**src/rtl/hbi_pkg.sv**
```systemverilog
// Constants and types for the synchronous host bus slave port.
// Assumes one core clock domain; host pins arrive asynchronously.
// Summary of operation
// - 16-bit data, 21 address inputs, no glue
// - Host bit numbering reversed onto device pins
// - Interface type latched from straps at reset release
// - Lock bit set at reset limits registers
// - Memory/register select steers each access
// - Burst inhibit driven on high write-enable pin with each acknowledge
// - Wait holds host until data ready/accepted
// - Host port timed by separate bus clock
// - Transfer acknowledge lasts one bus clock
// - Every transaction lasts two bus clocks minimum
// - Halfword uses 16 lines, ignores address bit 0
package hbi_pkg;
  localparam int HBI_ADDR_W = 21;
  localparam int HBI_DATA_W = 16;
  localparam int HBI_REG_W = 8;
  localparam int HBI_STRAP_W = 4;
  localparam logic [20:0] HBI_REG_IDENT_OFS = 21'h000000;
  localparam logic [20:0] HBI_REG_MISC_OFS = 21'h000001;
  localparam int HBI_MISC_LOCK_BIT = 7;
  localparam logic [7:0] HBI_MISC_RESET = 8'h80;
  // Transfer size codes as {TSIZ0, TSIZ1}
  localparam logic [1:0] HBI_TSIZ_BYTE = 2'h1;
  // Snapshot vector layout: data, address, then six control bits
  localparam int HBI_SNAP_W = HBI_DATA_W + HBI_ADDR_W + 6;
  typedef enum logic [2:0] {
    HBI_IDLE = 3'b000,
    HBI_WDATA = 3'b001,
    HBI_ACCESS = 3'b010,
    HBI_ACKWAIT = 3'b011,
    HBI_ACKHOLD = 3'b100
  } hbi_state_type;
endpackage

```
**src/rtl/hbi_sync.sv**
```systemverilog
// Two-stage synchroniser for a vector of asynchronous inputs.
// Assumes each bit is sampled independently; only stage two is read.
`timescale 1ns/1ps
`default_nettype none
module hbi_sync #(
  parameter int WIDTH = 1
) (
  input wire logic clk,
  input wire logic rst,
  input wire logic [WIDTH-1:0] asyncIn,
  output logic [WIDTH-1:0] syncOut
);
  logic [WIDTH-1:0] meta_q;

  // First stage feeds only the second stage
  always_ff @(posedge clk or posedge rst) begin
    if (rst) begin
      meta_q <= '0;
      syncOut <= '0;
    end else begin
      meta_q <= asyncIn;
      syncOut <= meta_q;
    end
  end
endmodule // hbi_sync
`default_nettype wire

```
**src/rtl/hbi_host_port.sv**
```systemverilog
// Synchronous host bus slave port with reset-time lock register.
// Assumes the bus clock is several core clocks long and that the
// display side answers back-end requests with a one-cycle backAck.
`timescale 1ns/1ps
`default_nettype none
module hbi_host_port #(
  parameter logic [3:0] STRAP_SYNC_BE = 4'h0, // Arbitrary strap code
  parameter logic [7:0] IDENT_VALUE = 8'h5A // Arbitrary ident value
) (
  input wire logic clk,
  input wire logic rst,
  input wire logic hostInterfaceClock,
  input wire logic [hbi_pkg::HBI_ADDR_W-1:0] hostAddrIn,
  input wire logic [hbi_pkg::HBI_DATA_W-1:0] hostDataIn,
  output logic [hbi_pkg::HBI_DATA_W-1:0] hostDataOut,
  output logic hostDataOeN,
  input wire logic memRegSelect,
  input wire logic chipSelectN,
  input wire logic readWriteN,
  input wire logic tsize0N,
  input wire logic lowWriteEnablePinN,
  input wire logic busStartN,
  output logic waitN,
  output logic highWriteEnableBurstInhibitPinN,
  input wire logic [hbi_pkg::HBI_STRAP_W-1:0] strapConfigInputs,
  output logic hostIfEnabled,
  output logic [hbi_pkg::HBI_REG_W-1:0] miscRegOut,
  input wire logic displayArbBusy,
  output logic backReq,
  output logic backMemSel,
  output logic [hbi_pkg::HBI_ADDR_W-1:0] backAddr,
  output logic backWrite,
  output logic [1:0] backByteEn,
  output logic [hbi_pkg::HBI_DATA_W-1:0] backWrData,
  input wire logic [hbi_pkg::HBI_DATA_W-1:0] backRdData,
  input wire logic backAck
);
  import hbi_pkg::*;

  logic [HBI_SNAP_W-1:0] pinsSync;
  logic busClkSync, busClkPrev_q, busRise, busFall;
  logic [HBI_SNAP_W-1:0] snap_q;
  logic sBsN, sCsN, sRdWrN, sMr;
  logic [1:0] sTsiz;
  logic [HBI_ADDR_W-1:0] sAddr;
  logic [HBI_DATA_W-1:0] sData;
  hbi_state_type st_q, st_d;
  logic strapValid_q;
  logic [HBI_STRAP_W-1:0] strapCode_q;
  logic [HBI_REG_W-1:0] misc_q;
  logic isWrite_q, isMem_q;
  logic [HBI_ADDR_W-1:0] addr_q;
  logic [1:0] be_q;
  logic [HBI_DATA_W-1:0] wrData_q, rdData_q;
  logic backReq_q;
  logic waitN_q, oeN_q;
  logic startHit, lockOn, regLow, internalHit, blocked, needBack;
  logic [1:0] beDecode;
  logic [HBI_DATA_W-1:0] regRead;

  // Bus clock and every host pin pass two flops before use
  // the bus clock is only sampled, so it must stay slow against clk.
  hbi_sync #(.WIDTH(HBI_SNAP_W + 1)) uSync (
    .clk(clk),
    .rst(rst),
    .asyncIn({hostInterfaceClock, hostDataIn, hostAddrIn, busStartN,
              chipSelectN, readWriteN, memRegSelect, tsize0N,
              lowWriteEnablePinN}),
    .syncOut({busClkSync, pinsSync})
  );

  // Edge finding on the sampled bus clock
  always_ff @(posedge clk or posedge rst) begin
    if (rst) begin
      busClkPrev_q <= 1'b0;
    end else begin
      busClkPrev_q <= busClkSync;
    end
  end
  assign busRise = busClkSync & ~busClkPrev_q;
  assign busFall = ~busClkSync & busClkPrev_q;

  // Host outputs move on its rising edge, so pins are snapshotted
  // mid-cycle at the falling edge and judged at the next rise.
  always_ff @(posedge clk or posedge rst) begin
    if (rst) begin
      snap_q <= '1;
    end else if (busFall) begin
      snap_q <= pinsSync;
    end
  end
  assign {sData, sAddr, sBsN, sCsN, sRdWrN, sMr} = snap_q[HBI_SNAP_W-1:2];
  assign sTsiz = snap_q[1:0];

  // Interface type caught on the first edge after reset release
  // until then, and for any other strap code, the port stays silent.
  always_ff @(posedge clk or posedge rst) begin
    if (rst) begin
      strapValid_q <= 1'b0;
      strapCode_q <= '0;
    end else if (!strapValid_q) begin
      strapValid_q <= 1'b1;
      strapCode_q <= strapConfigInputs;
    end
  end
  assign hostIfEnabled = strapValid_q && (strapCode_q == STRAP_SYNC_BE);

  // Access starts on a bus rise with start strobe and select low
  assign startHit = busRise && hostIfEnabled && !sBsN && !sCsN;

  // Halfword uses both lanes and ignores address bit 0
  // a byte picks the high lane at even addresses (big-endian).
  assign beDecode = (sTsiz == HBI_TSIZ_BYTE) ?
                    (sAddr[0] ? 2'h1 : 2'h2) : 2'h3;

  // Decode of the locked register window
  assign lockOn = misc_q[HBI_MISC_LOCK_BIT];
  assign regLow = !isMem_q && (addr_q[HBI_ADDR_W-1:1] ==
                               HBI_REG_IDENT_OFS[HBI_ADDR_W-1:1]);
  assign internalHit = regLow;
  assign blocked = lockOn && !regLow;
  assign needBack = !internalHit && !blocked;
  assign regRead = {IDENT_VALUE, misc_q};

  // Sequencer
  always_comb begin
    st_d = st_q;
    unique case (st_q)
      HBI_IDLE: begin
        if (startHit) begin
          st_d = sRdWrN ? HBI_ACCESS : HBI_WDATA;
        end
      end
      HBI_WDATA: begin
        if (busFall) begin
          st_d = HBI_ACCESS;
        end
      end
      HBI_ACCESS: begin
        if (!needBack || backAck) begin
          st_d = HBI_ACKWAIT;
        end
      end
      HBI_ACKWAIT: begin
        if (busFall) begin
          st_d = HBI_ACKHOLD;
        end
      end
      HBI_ACKHOLD: begin
        if (busFall) begin
          st_d = HBI_IDLE;
        end
      end
      default: st_d = HBI_IDLE;
    endcase
  end

  always_ff @(posedge clk or posedge rst) begin
    if (rst) begin
      st_q <= HBI_IDLE;
    end else begin
      st_q <= st_d;
    end
  end

  // Access capture; write data is taken at the bus fall after the start
  always_ff @(posedge clk or posedge rst) begin
    if (rst) begin
      isWrite_q <= 1'b0;
      isMem_q <= 1'b0;
      addr_q <= '0;
      be_q <= '0;
      wrData_q <= '0;
    end else if (st_q == HBI_IDLE && startHit) begin
      isWrite_q <= !sRdWrN;
      isMem_q <= sMr;
      addr_q <= sAddr;
      be_q <= beDecode;
    end else if (st_q == HBI_WDATA && busFall) begin
      wrData_q <= pinsSync[HBI_SNAP_W-1:HBI_ADDR_W+6];
    end
  end

  // Lock set by reset, changed only by a low-lane write to register address 0 or 1
  always_ff @(posedge clk or posedge rst) begin
    if (rst) begin
      misc_q <= HBI_MISC_RESET;
    end else if (st_q == HBI_ACCESS && regLow && isWrite_q && be_q[0]) begin
      misc_q <= wrData_q[HBI_REG_W-1:0];
    end
  end
  assign miscRegOut = misc_q;

  // Back-end request waits out display arbitration
  always_ff @(posedge clk or posedge rst) begin
    if (rst) begin
      backReq_q <= 1'b0;
    end else if (backAck) begin
      backReq_q <= 1'b0;
    end else if (st_q == HBI_ACCESS && needBack && !displayArbBusy) begin
      backReq_q <= 1'b1;
    end
  end
  assign backReq = backReq_q;
  assign backMemSel = isMem_q;
  assign backAddr = addr_q;
  assign backWrite = isWrite_q;
  assign backByteEn = be_q;
  assign backWrData = wrData_q;

  // Read data: blocked reads return zero, writes return nothing
  always_ff @(posedge clk or posedge rst) begin
    if (rst) begin
      rdData_q <= '0;
    end else if (st_q == HBI_ACCESS && st_d == HBI_ACKWAIT) begin
      rdData_q <= internalHit ? regRead : (blocked ? '0 : backRdData);
    end
  end

  // Acknowledge changes on bus falls, so the host sees exactly one rising
  // edge with it low; drive starts once read data is captured, ends on a fall.
  always_ff @(posedge clk or posedge rst) begin
    if (rst) begin
      waitN_q <= 1'b1;
      oeN_q <= 1'b1;
    end else begin
      waitN_q <= !(st_d == HBI_ACKHOLD);
      oeN_q <= !(!isWrite_q && (st_d == HBI_ACKWAIT ||
                                st_d == HBI_ACKHOLD));
    end
  end
  assign waitN = waitN_q;
  // No bursts: inhibit goes out with every acknowledge.
  assign highWriteEnableBurstInhibitPinN = waitN_q;
  assign hostDataOut = rdData_q;
  assign hostDataOeN = oeN_q;

  // Checking helpers: rises seen while acknowledging and since start
  logic [3:0] riseInAck_q, riseSinceStart_q;
  always_ff @(posedge clk or posedge rst) begin
    if (rst) begin
      riseInAck_q <= '0;
      riseSinceStart_q <= '0;
    end else begin
      if (waitN_q) riseInAck_q <= '0;
      else if (busRise) riseInAck_q <= riseInAck_q + 4'h1;
      // The start rise itself is the first bus clock of the transaction
      if (st_q == HBI_IDLE) riseSinceStart_q <= startHit ? 4'h1 : 4'h0;
      else if (busRise && riseSinceStart_q != 4'hF)
        riseSinceStart_q <= riseSinceStart_q + 4'h1;
    end
  end
endmodule // hbi_host_port
`default_nettype wire

```
**config.mk**
```make
export PLATFORM = sky130hd
export DESIGN_NAME = hbi_host_port
export DESIGN_NICKNAME = d
export VERILOG_FILES = /design/src/rtl/hbi_pkg.sv /design/src/rtl/hbi_sync.sv /design/src/rtl/hbi_host_port.sv
export SDC_FILE = /design/constraint.sdc
export NUM_CORES = 1
export LEC_CHECK = 0
export ABC_AREA = 1
export BUFFER_PORTS_ARGS = -buffer_cell sky130_fd_sc_hd__buf_4
export CORE_AREA = 2 2 113 115
export DETAILED_ROUTE_END_ITERATION = 6
export DIE_AREA = 0 0 115 117
export PLACE_DENSITY = 0.85
export SLEW_MARGIN = 20
export SYNTH_ARGS = -nofsm -noshare
export SYNTH_HDL_FRONTEND = slang
export SYNTH_SLANG_ARGS = --single-unit
```
**constraint.sdc**
```tcl
create_clock -name clk -period 7 [get_ports clk]
set_input_delay 1.05 -clock clk [delete_from_list [all_inputs] [get_ports clk]]
set_output_delay 1.05 -clock clk [all_outputs]
set_load 0.02 [all_outputs]
```
==> qor.yml, run 1 <==
n_fill_cell: 877
synth_area_leaders: "dfrtp_1 62%, nand2_1 12%, dfstp_2 12%"
fin_area_um2: 8232
power_density_nw_per_um2: 361.5
path_max_fanout: 6
ctsResizeCount: 0
dieArea_um2: 13460
post_cts_buffers: 0
vias: 4179
ant_nets: 0
grt_usage_pct: 19.25
post-place-ws_ns: 4.354
instances_no_fill: 873
ir_worst_vdd_mv: 0.2158
path_cells: "nand2_2 -> nor3b_4 -> buf_4"
synth_fp_nets: 638
dr.first_iter.drc_count: 280
finalSetupViolCount: 0
r2r_end: "backWrData[10]"
tightestPinTransition_ns: 0.8485
hpwl_mm: 8.464
syn_avg_cell_area_um2: 11.46
ys_warn_count: 0
grt.overflow.total: 0
die_h_um: 117
cp-startpoint: "strapValid_q"
ff2ff_path_depth: 6
ctsHoldBuffers: 0
cp-start-kind: "flop"
insertion_delay_ns: 0.42
dr.pass1.iters: 4
reg2reg_from: "uSync.syncOut[43]"
p_leak_nw: 4.193
area_growth_pct: 25.99
max_freq_mhz: 391.8
fin_crit_sh_pct: 36.46
nets: 778
portBuffers: 137
ioPinCount: 138
grt_max_degree: 128
synth_common_cells: "213 x nand2_1, 162 x dfrtp_1, 43 x o21ai_0"
start_util_pct: 53.07
tns_ns: 0
rsz0062_at_grt: "false"
gp_congestion: 0.7614
path_clk_slew_ns: 0.07
diodes: 0
synthArstFlopShare_pct: 100.0
drc: 0
post_dp_cell_area_um2: 7656
cap_violations: 0
root_buffer: "clkbuf_16"
fin_skew_ns: 0.008013
yosysSeqAreaShare_pct: 74.11
rows: 41
critical_path_class: "reg -> out"
worstSetupEndpointType: "output pin"
syn_area_um2: 6534
synth_cell_type_count: 32
synth_top_area_share_pct: 62.05
hold_viol_final: 0
power_mw: 2.976
yosysMostFrequentCell: "nand2_1"
slowest_stage: "dfrtp_1"
multi_input_area_um2: 1400
layout-drive-gt1-share_pct: 31.26
routed_wl_mm: 12.27
cts_buffers: 17
cts_num_sinks: 192
routedWlPerCell_um: 14.05
core_um2: 12310
die_w_um: 115
grt_pass1_vias: 4148
required_ns: 5.95
tritoncts: "built"
grt_antenna_before_repair: 0
drv_slew: 0
hold_class: "reg -> reg"
critPathArrivalTime_ns: 1.50
syn-instance-count: 570
slew_headroom_pct: 43.37
reg2reg_slack_ns: 4.69
dp_cells: 841
grt_pass1_wl_mm: 19.80
synthFlopType: "dfrtp_1"
synth_top_area_cell: "dfrtp_1"
synth_edf_count: 0
yosys_register_bits: 192
cts_buffer_depth: 2
regArea_um2: 4842
viasPerCell: 4.787
crit_end: "hostIfEnabled"
htreeDepth: 4
max_stage_delay_ns: 0.44
status: "completed"
setup_slack_ns: 4.447
timing.final.crit_period_ns: 2.553
## routing by layer
layer	up-vias	wire, um	global-route usage (%)
met5	-	0	0
met1	2014	5270	24.96
met2	99	6184	31.41
met4	0	348	8.594
met3	26	461	4.531
li1	2040	-	-
## report_power, final
part	total [mW]	internal [mW]	switching, mW
Combinational	0.687	0.251	0.436
Clock	0.923	0.502	0.421
Sequential	1.37	1.28	0.0882
## registers in the layout (all words and copies together) (netlist names), 2 cells and up
register       cells
backAddr          21
backByteEn         2
backWrData        16
hostDataOut       16
miscRegOut         8
snap_q            27
st_q               3
strapCode_q        4
uSync.meta_q      44
uSync.syncOut     44
## critical path: cells and delay by family (launching register included)
kind,cells,cell delay [ns]
buffers and inverters,1,0.21
AND/OR/NAND/NOR,2,0.43
flip-flops,1,0.44
## kinds of logic after synthesis
logic type / count (synthesis) / synth area share, %
buf+inv: 64 / 4.462
simple gates: 247 / 15.61
flops: 192 / 74.11
other cells: 1 / 0.05739
compound gates: 66 / 5.764
## cells in the final DEF (no fill, tap or decap), drive strengths merged
master and count:
buf 138, a31oi 1, a22o 1, nor3 1, clkbuf 17, o21a 1, a211oi 1, o31ai 1
dfstp 30, nand4 1, nor2 22, clkinvlp 2, bufinv 1, o21ai 60, nand2 216, inv 52
conb 1, nor3b 1, a21oi 1, nand3 6, clkinv 7, dfrtp 162
## metrics by stage
stage,hold WS [ns],utilization (%)
finish,0.3488,66.86
floorplan,0.3312,-
CTS,0.3504,66.86
global placement,0.3326,62.19
detailed placement,0.3347,62.19
global route,0.3515,66.86
## final cells by class
class / instances / share of cell area, %
multi-input combinational: 314 / 17.01
sequential: 192 / 58.82
clock inverter: 15 / 1.824
clock buffer: 17 / 5.168
tap: 150 / 2.280
timing repair buffer: 138 / 12.59
inverter: 47 / 2.310
## worst min path at each step
| stage | startpoint | endpoint | slack [ns] | depth (start not counted) |
|---|---|---|---|---|
| floorplan | uSync.meta_q[0] | uSync.syncOut[0] | 0.33 | 0 |
| global placement | uSync.meta_q[2] | uSync.syncOut[2] | 0.33 | 0 |
| detailed placement | uSync.meta_q[14] | uSync.syncOut[14] | 0.33 | 0 |
| CTS | uSync.meta_q[14] | uSync.syncOut[14] | 0.35 | 0 |
| global route | uSync.meta_q[15] | uSync.syncOut[15] | 0.35 | 0 |
| finish | uSync.meta_q[17] | uSync.syncOut[17] | 0.35 | 0 |
Power figures use the tool's default switching activity.
==> run 2, diff against run 1 <==
--- a/config.mk
+++ b/config.mk
@@ -7,10 +7,10 @@
 export LEC_CHECK = 0
 export ABC_AREA = 1
 export BUFFER_PORTS_ARGS = -buffer_cell sky130_fd_sc_hd__buf_4
-export CORE_AREA = 2 2 113 115
+export CORE_AREA = 2 2 120 122
 export DETAILED_ROUTE_END_ITERATION = 6
-export DIE_AREA = 0 0 115 117
-export PLACE_DENSITY = 0.85
+export DIE_AREA = 0 0 122 124
+export PLACE_DENSITY = 0.8
 export SLEW_MARGIN = 20
 export SYNTH_ARGS = -nofsm -noshare
 export SYNTH_HDL_FRONTEND = slang
==> constraint.sdc (replaced) <==
create_clock -name clk -period 2.3 [get_ports clk]
set_input_delay 0.345 -clock clk [delete_from_list [all_inputs] [get_ports clk]]
set_output_delay 0.345 -clock clk [all_outputs]
set_load 0.02 [all_outputs]
==> run 2 against run 1 <==
Against the previous run:
- via count increased by 1.5%
- count of clock-buffer cells in the layout increased by 7
- utilization down 5.9 points
- sequential share of layout area decreased by 0.97 points
- cell area increased by 1.7%
- critical path depth up 6
- first-iteration DRC count shrank 14%
- worst hold slack worse by 0.33 ns
- total power grew to 3.1 times the previous value
- die area rose by 12%
- register-to-register slack lost 4.2 ns
- sequential power rose to 3.0 times the previous value
==> qor.yml, run 2 (synthesis gave the netlist of run 1 again) <==
hpwl_mm: 8.970
mostFrequentLayoutCells: "213 x nand2_1, 162 x dfrtp_1, 139 x buf_4, 43 x o21ai_0, 41 x inv_1"
postLayoutCoreUtil_pct: 61.00
hold_class: "in -> reg"
worstSetupEndpointType: "flop"
routedWlPerCell_um: 14.20
setup_slack_ns: 0.4507
critical_path_class: "reg -> reg"
p_leak_nw: 4.226
grt_pass1_vias: 4268
max_freq_mhz: 540.8
core_um2: 13720
required_ns: 2.65
portBuffers: 137
fin_area_um2: 8369
cp-start-kind: "flop"
slew_headroom_pct: 61.22
dr.pass1.iters: 4
ant_nets: 0
drc: 0
fin_skew_ns: 0.009149
tightestPinTransition_ns: 0.5804
fin_crit_sh_pct: 80.40
tritoncts: "built"
grt_antenna_before_repair: 0
grt.overflow.total: 0
dieArea_um2: 15130
multi_input_area_um2: 1400
regArea_um2: 4842
grt_max_degree: 60
grt_pass1_wl_mm: 20.51
grt_usage_pct: 18.00
finalSetupViolCount: 0
die_h_um: 124
power_density_nw_per_um2: 1101
rsz0062_at_grt: "false"
die_w_um: 122
layout-drive-gt1-share_pct: 31.09
timing.final.crit_period_ns: 1.849
layout.cells.most_common: "nand2_1"
ctsResizeCount: 0
post_cts_buffers: 0
cap_violations: 0
path_clk_slew_ns: 0.07
post_dp_cell_area_um2: 7757
whs_ns: 0.02295
cts_num_sinks: 192
nets: 783
insertion_delay_ns: 0.42
diodes: 0
largest_registers: "uSync.meta_q x44, uSync.syncOut x44, snap_q x27"
rows: 43
start_util_pct: 47.62
dr.first_iter.drc_count: 240
path_max_fanout: 22
cts_buffers: 17
routed_wl_mm: 12.88
area_growth_pct: 28.09
cts_buffer_depth: 2
viasPerCell: 4.675
htreeDepth: 4
ioPinCount: 138
drv_slew: 0
gp_congestion: 0.7729
root_buffer: "clkbuf_16"
critPathArrivalTime_ns: 2.20
hold_viol_final: 0
n_fill_cell: 1126
status: "completed"
vias: 4240
ir_worst_vdd_mv: 0.5183
post-place-ws_ns: 0.4977
## run 2: cell count changes in the layout (fill, tap and decap cells not counted), moves of 2 or more
cell        change
buf_12          +3
clkinv_4        -2
inv_6           -3
clkbuf_8        +5
inv_8           -4
clkinv_2        -2
clkinvlp_4      +2
clkbuf_1        +2
## run 2: power breakdown
group	internal [mW]	switching [mW]	leakage (nW)
Clock	1.75	1.17	0.285
Combinational	0.778	1.36	1.63
Sequential	3.89	0.271	2.31
## run 2: through the flow
step / total power, mW / cells / setup TNS (ns)
2_1_floorplan: 5.512 / 570 / -80.50
3_3_place_gp: 6.266 / 875 / 0
3_5_place_dp: 6.360 / 875 / 0
4_1_cts: 9.317 / 907 / 0
5_1_grt: 9.723 / 907 / 0
6_report: 9.217 / 907 / 0
## run 2: worst paths after layout
| check | from | end | slack (ns) | depth (start not counted) |
|---|---|---|---|---|
| setup reg to reg | backAddr[9] | hostDataOut[2] | 0.45 | 9 |
| max in group asynchronous | rst | miscRegOut[7] | 1.03 | 4 |
| setup / recovery | backAddr[9] | hostDataOut[2] | 0.45 | 9 |
| hold reg to reg | uSync.meta_q[15] | uSync.syncOut[15] | 0.35 | 0 |
| min in group asynchronous | rst | uSync.meta_q[41] | 0.54 | 3 |
| hold / removal | hostDataIn[3] | uSync.meta_q[30] | 0.02 | 1 |
## run 2: repair_timing
item | CTS | global route
hold endpoints to repair | 23 | 0
setup endpoints to repair | 0 | 0
hold buffers | 1 | 0
## run 2: final cells by class
cell class / count / area share [%]
Clock inverter: 7 / 1.196
Inverter: 47 / 2.228
Clock buffer: 24 / 5.995
Timing Repair Buffer: 143 / 13.31
Multi-Input combinational cell: 314 / 16.73
Tap cell: 180 / 2.691
Sequential cell: 192 / 57.86
## run 2: worst max-delay path: stages, from the launching register on
cell and delay [ns]:
dfrtp_1 0.40, nor2_1 0.13, nand2_1 0.10, nor2_2 0.15, nand3_4 0.18, nand3_2 0.12, nand2_2 0.24, inv_2 0.27
nand2_1 0.09, nand2_1 0.08
## run 2: routing by layer
layer  share of wire [%]  vias to the layer above  GRT usage [%]
met3                 4.6                       34          4.487
met5                   0                        -              0
met2                  51                      119          30.03
met4                 3.4                        0          10.06
li1                    -                     2057              -
met1                  41                     2030          21.53
==> run 3, diff against run 2 <==
--- a/config.mk
+++ b/config.mk
@@ -5,12 +5,12 @@
 export SDC_FILE = /design/constraint.sdc
 export NUM_CORES = 1
 export LEC_CHECK = 0
-export ABC_AREA = 1
+export ABC_AREA = 0
 export BUFFER_PORTS_ARGS = -buffer_cell sky130_fd_sc_hd__buf_4
-export CORE_AREA = 2 2 120 122
+export CORE_AREA = 2 2 119 121
 export DETAILED_ROUTE_END_ITERATION = 6
-export DIE_AREA = 0 0 122 124
-export PLACE_DENSITY = 0.8
+export DIE_AREA = 0 0 121 123
+export PLACE_DENSITY = 0.81
 export SLEW_MARGIN = 20
 export SYNTH_ARGS = -nofsm -noshare
 export SYNTH_HDL_FRONTEND = slang
==> constraint.sdc (replaced) <==
create_clock -name clk -period 1.62 [get_ports clk]
set_input_delay 0.243 -clock clk [delete_from_list [all_inputs] [get_ports clk]]
set_output_delay 0.243 -clock clk [all_outputs]
set_load 0.02 [all_outputs]
==> run 3 against run 2 <==
Against the previous run:
- the run now ends with negative setup slack left
- first-iteration DRC count decreased by 24%
- setup slack worse by 0.79 ns
- sequential share of layout area decreased by 7.5 points
- non-clock buffer count rose by 96
- via count shrank 4.6%
- cell count shrank 8.7%
- global-route usage grew 1.0 points
- sequential cell count unchanged
- utilization is 9.6 points higher
- sequential power increased by 46%
==> qor.yml, run 3 <==
vias: 4047
grt_pass1_wl_mm: 21.31
cts_buffer_depth: 2
synth_cell_type_count: 36
yosys_register_bits: 192
hpwl_mm: 8.472
synth_top_area_cell: "dfrtp_1"
critPathArrivalTime_ns: 2.28
grt_usage_pct: 19.02
setup_slack_ns: -0.3402
dr.first_iter.drc_count: 183
core_um2: 13610
cts_buffers: 17
gp_congestion: 0.7955
hold_class: "in -> reg"
fin_skew_ns: 0.007667
routedWlPerCell_um: 16.71
ioPinCount: 138
nets: 703
violations: "negative setup slack"
ant_nets: 0
largest_registers: "uSync.meta_q x44, uSync.syncOut x44, snap_q x27"
syn-instance-count: 393
ys_warn_count: 0
yosysSeqAreaShare_pct: 74.97
crit_family: "simple AND/OR/NAND/NOR gates"
grt_max_degree: 91
diodes: 0
synth_top_area_share_pct: 62.77
rsz0062_at_grt: "true"
dr.pass1.iters: 4
p_int_mw: 9.965
layout-drive-gt1-share_pct: 55.86
hold_viol_final: 0
cts_num_sinks: 192
drc: 0
synthArstFlopShare_pct: 100.0
path_clk_slew_ns: 0.07
synth_edf_count: 0
p_clk_share_pct: 29.5
tritoncts: "built"
drv_slew: 0
timing.final.crit_period_ns: 1.960
root_buffer: "clkbuf_16"
yosysMostFrequentCell: "dfrtp_1"
viasPerCell: 4.888
synth_fp_nets: 461
synth_common_cells: "162 x dfrtp_1, 75 x mux2_2, 30 x dfstp_2"
slowest_stage: "or4_4"
routed_wl_mm: 13.84
swShare_pct: 29.44
htreeDepth: 4
die_h_um: 123
portBuffers: 137
die_w_um: 121
grt_antenna_before_repair: 0
cap_violations: 0
status: "finished with violations"
critical_path_class: "reg -> reg"
path_max_fanout: 8
switching_power_mw: 4.158
ir_worst_vdd_mv: 1.122
insertion_delay_ns: 0.43
syn_area_um2: 6459
syn_avg_cell_area_um2: 16.43
layout.cells.most_common: "buf_4"
path_buf_inv: 1
dieArea_um2: 14880
grt.overflow.total: 0
max_stage_delay_ns: 0.54
mostFrequentLayoutCells: "170 x buf_4, 161 x dfrtp_1, 46 x dlygate4sd3_1, 39 x mux2_2, 36 x mux2_4"
fin_crit_sh_pct: 121.0
tns_ns: -8.098
worstSetupEndpointType: "flop"
p_leak_nw: 4.549
max_freq_mhz: 510.1
area_growth_pct: 48.90
finalSetupViolCount: 50
pwr-share-seq_pct: 43.1
required_ns: 1.94
cp-start-kind: "flop"
synthFlopType: "dfrtp_1"
grt_pass1_vias: 4221
synth_area_leaders: "dfrtp_1 63%, mux2_2 13%, dfstp_2 12%"
rows: 43
p_comb_share_pct: 27.4
post-place-ws_ns: -0.3506
power_density_nw_per_um2: 1469
start_util_pct: 47.45
path_cells: "or4_4 -> nor4_4 -> and4_1 -> buf_6 -> mux2_2"
run 3: final timing paths:
| check | from | end | slack, ns | cells past startpoint |
|---|---|---|---|---|
| min reg2reg | uSync.meta_q[12] | uSync.syncOut[12] | 0.35 | 0 |
| max in group asynchronous | rst | highWriteEnableBurstInhibitPinN | 0.61 | 4 |
| max | backAddr[8] | miscRegOut[1] | -0.34 | 5 |
| min in group asynchronous | rst | uSync.meta_q[24] | 0.30 | 3 |
| min | strapConfigInputs[0] | strapCode_q[0] | 0.04 | 2 |
| max reg2reg | backAddr[8] | miscRegOut[1] | -0.34 | 5 |
run 3: cells by family (layout without fill, tap and decap cells):
kind of cell	after synthesis	after routing	share of synthesized area, %
AO/OA/AOI/OAI	41	41	4.223
multiplexers	82	82	14.16
buffers and inverters	28	283	1.860
AND/OR/NAND/NOR	49	49	4.727
flip-flops	192	192	74.97
other	1	1	0.05806
run 3: what timing repair did:
item | in CTS | in global routing
endpoints found under the setup margin | 52 | 59
hold buffers | 46 | 0
buffers inserted | 11 | 3
resized for setup | 32 | 18
pin swaps | 14 | 9
cloned | 1 | 2
hold endpoints to repair | 56 | 0
run 3: area by class of cell:
| class | count | area [um2] |
|---|---|---|
| clock buffer | 17 | 425.4 |
| clock inverter | 15 | 172.7 |
| fill | 841 | 3995 |
| inverter | 12 | 48.80 |
| multi-input combinational | 173 | 1797 |
| sequential | 192 | 4843 |
| tap | 180 | 225.2 |
| timing repair buffer | 239 | 2105 |
run 3: power by group through the flow:
stage          sequential [mW]  clock (mW)  combinational (mW)
2_1_floorplan             6.55           0                1.42
3_3_place_gp              6.08           0                3.12
3_5_place_dp              6.14           0                3.20
4_1_cts                   6.06        4.26                3.70
5_1_grt                   6.16        4.49                4.08
6_report                  6.09        4.17                3.87
run 3: metal layers:
metal	routed length (um)	share of wire, %	global-route usage [%]
met5	0	0	0
met4	184	1.3	5.451
met3	770	5.6	5.950
met2	7240	52	32.76
met1	5643	41	23.22
run 3: metrics by stage:
stage | power (mW) | instances | util [%] | hold WS, ns | cell area, um2
CTS | 14.02 | 827 | 69.78 | 0.02348 | 9498
detailed placement | 9.334 | 737 | 60.13 | 0.1853 | 8185
finish | 14.12 | 828 | 70.65 | 0.04049 | 9617
global route | 14.73 | 828 | 70.65 | 0.02326 | 9617
floorplan | 7.976 | 393 | - | 0.2744 | 6655
global placement | 9.198 | 737 | 60.13 | 0.1764 | 8185
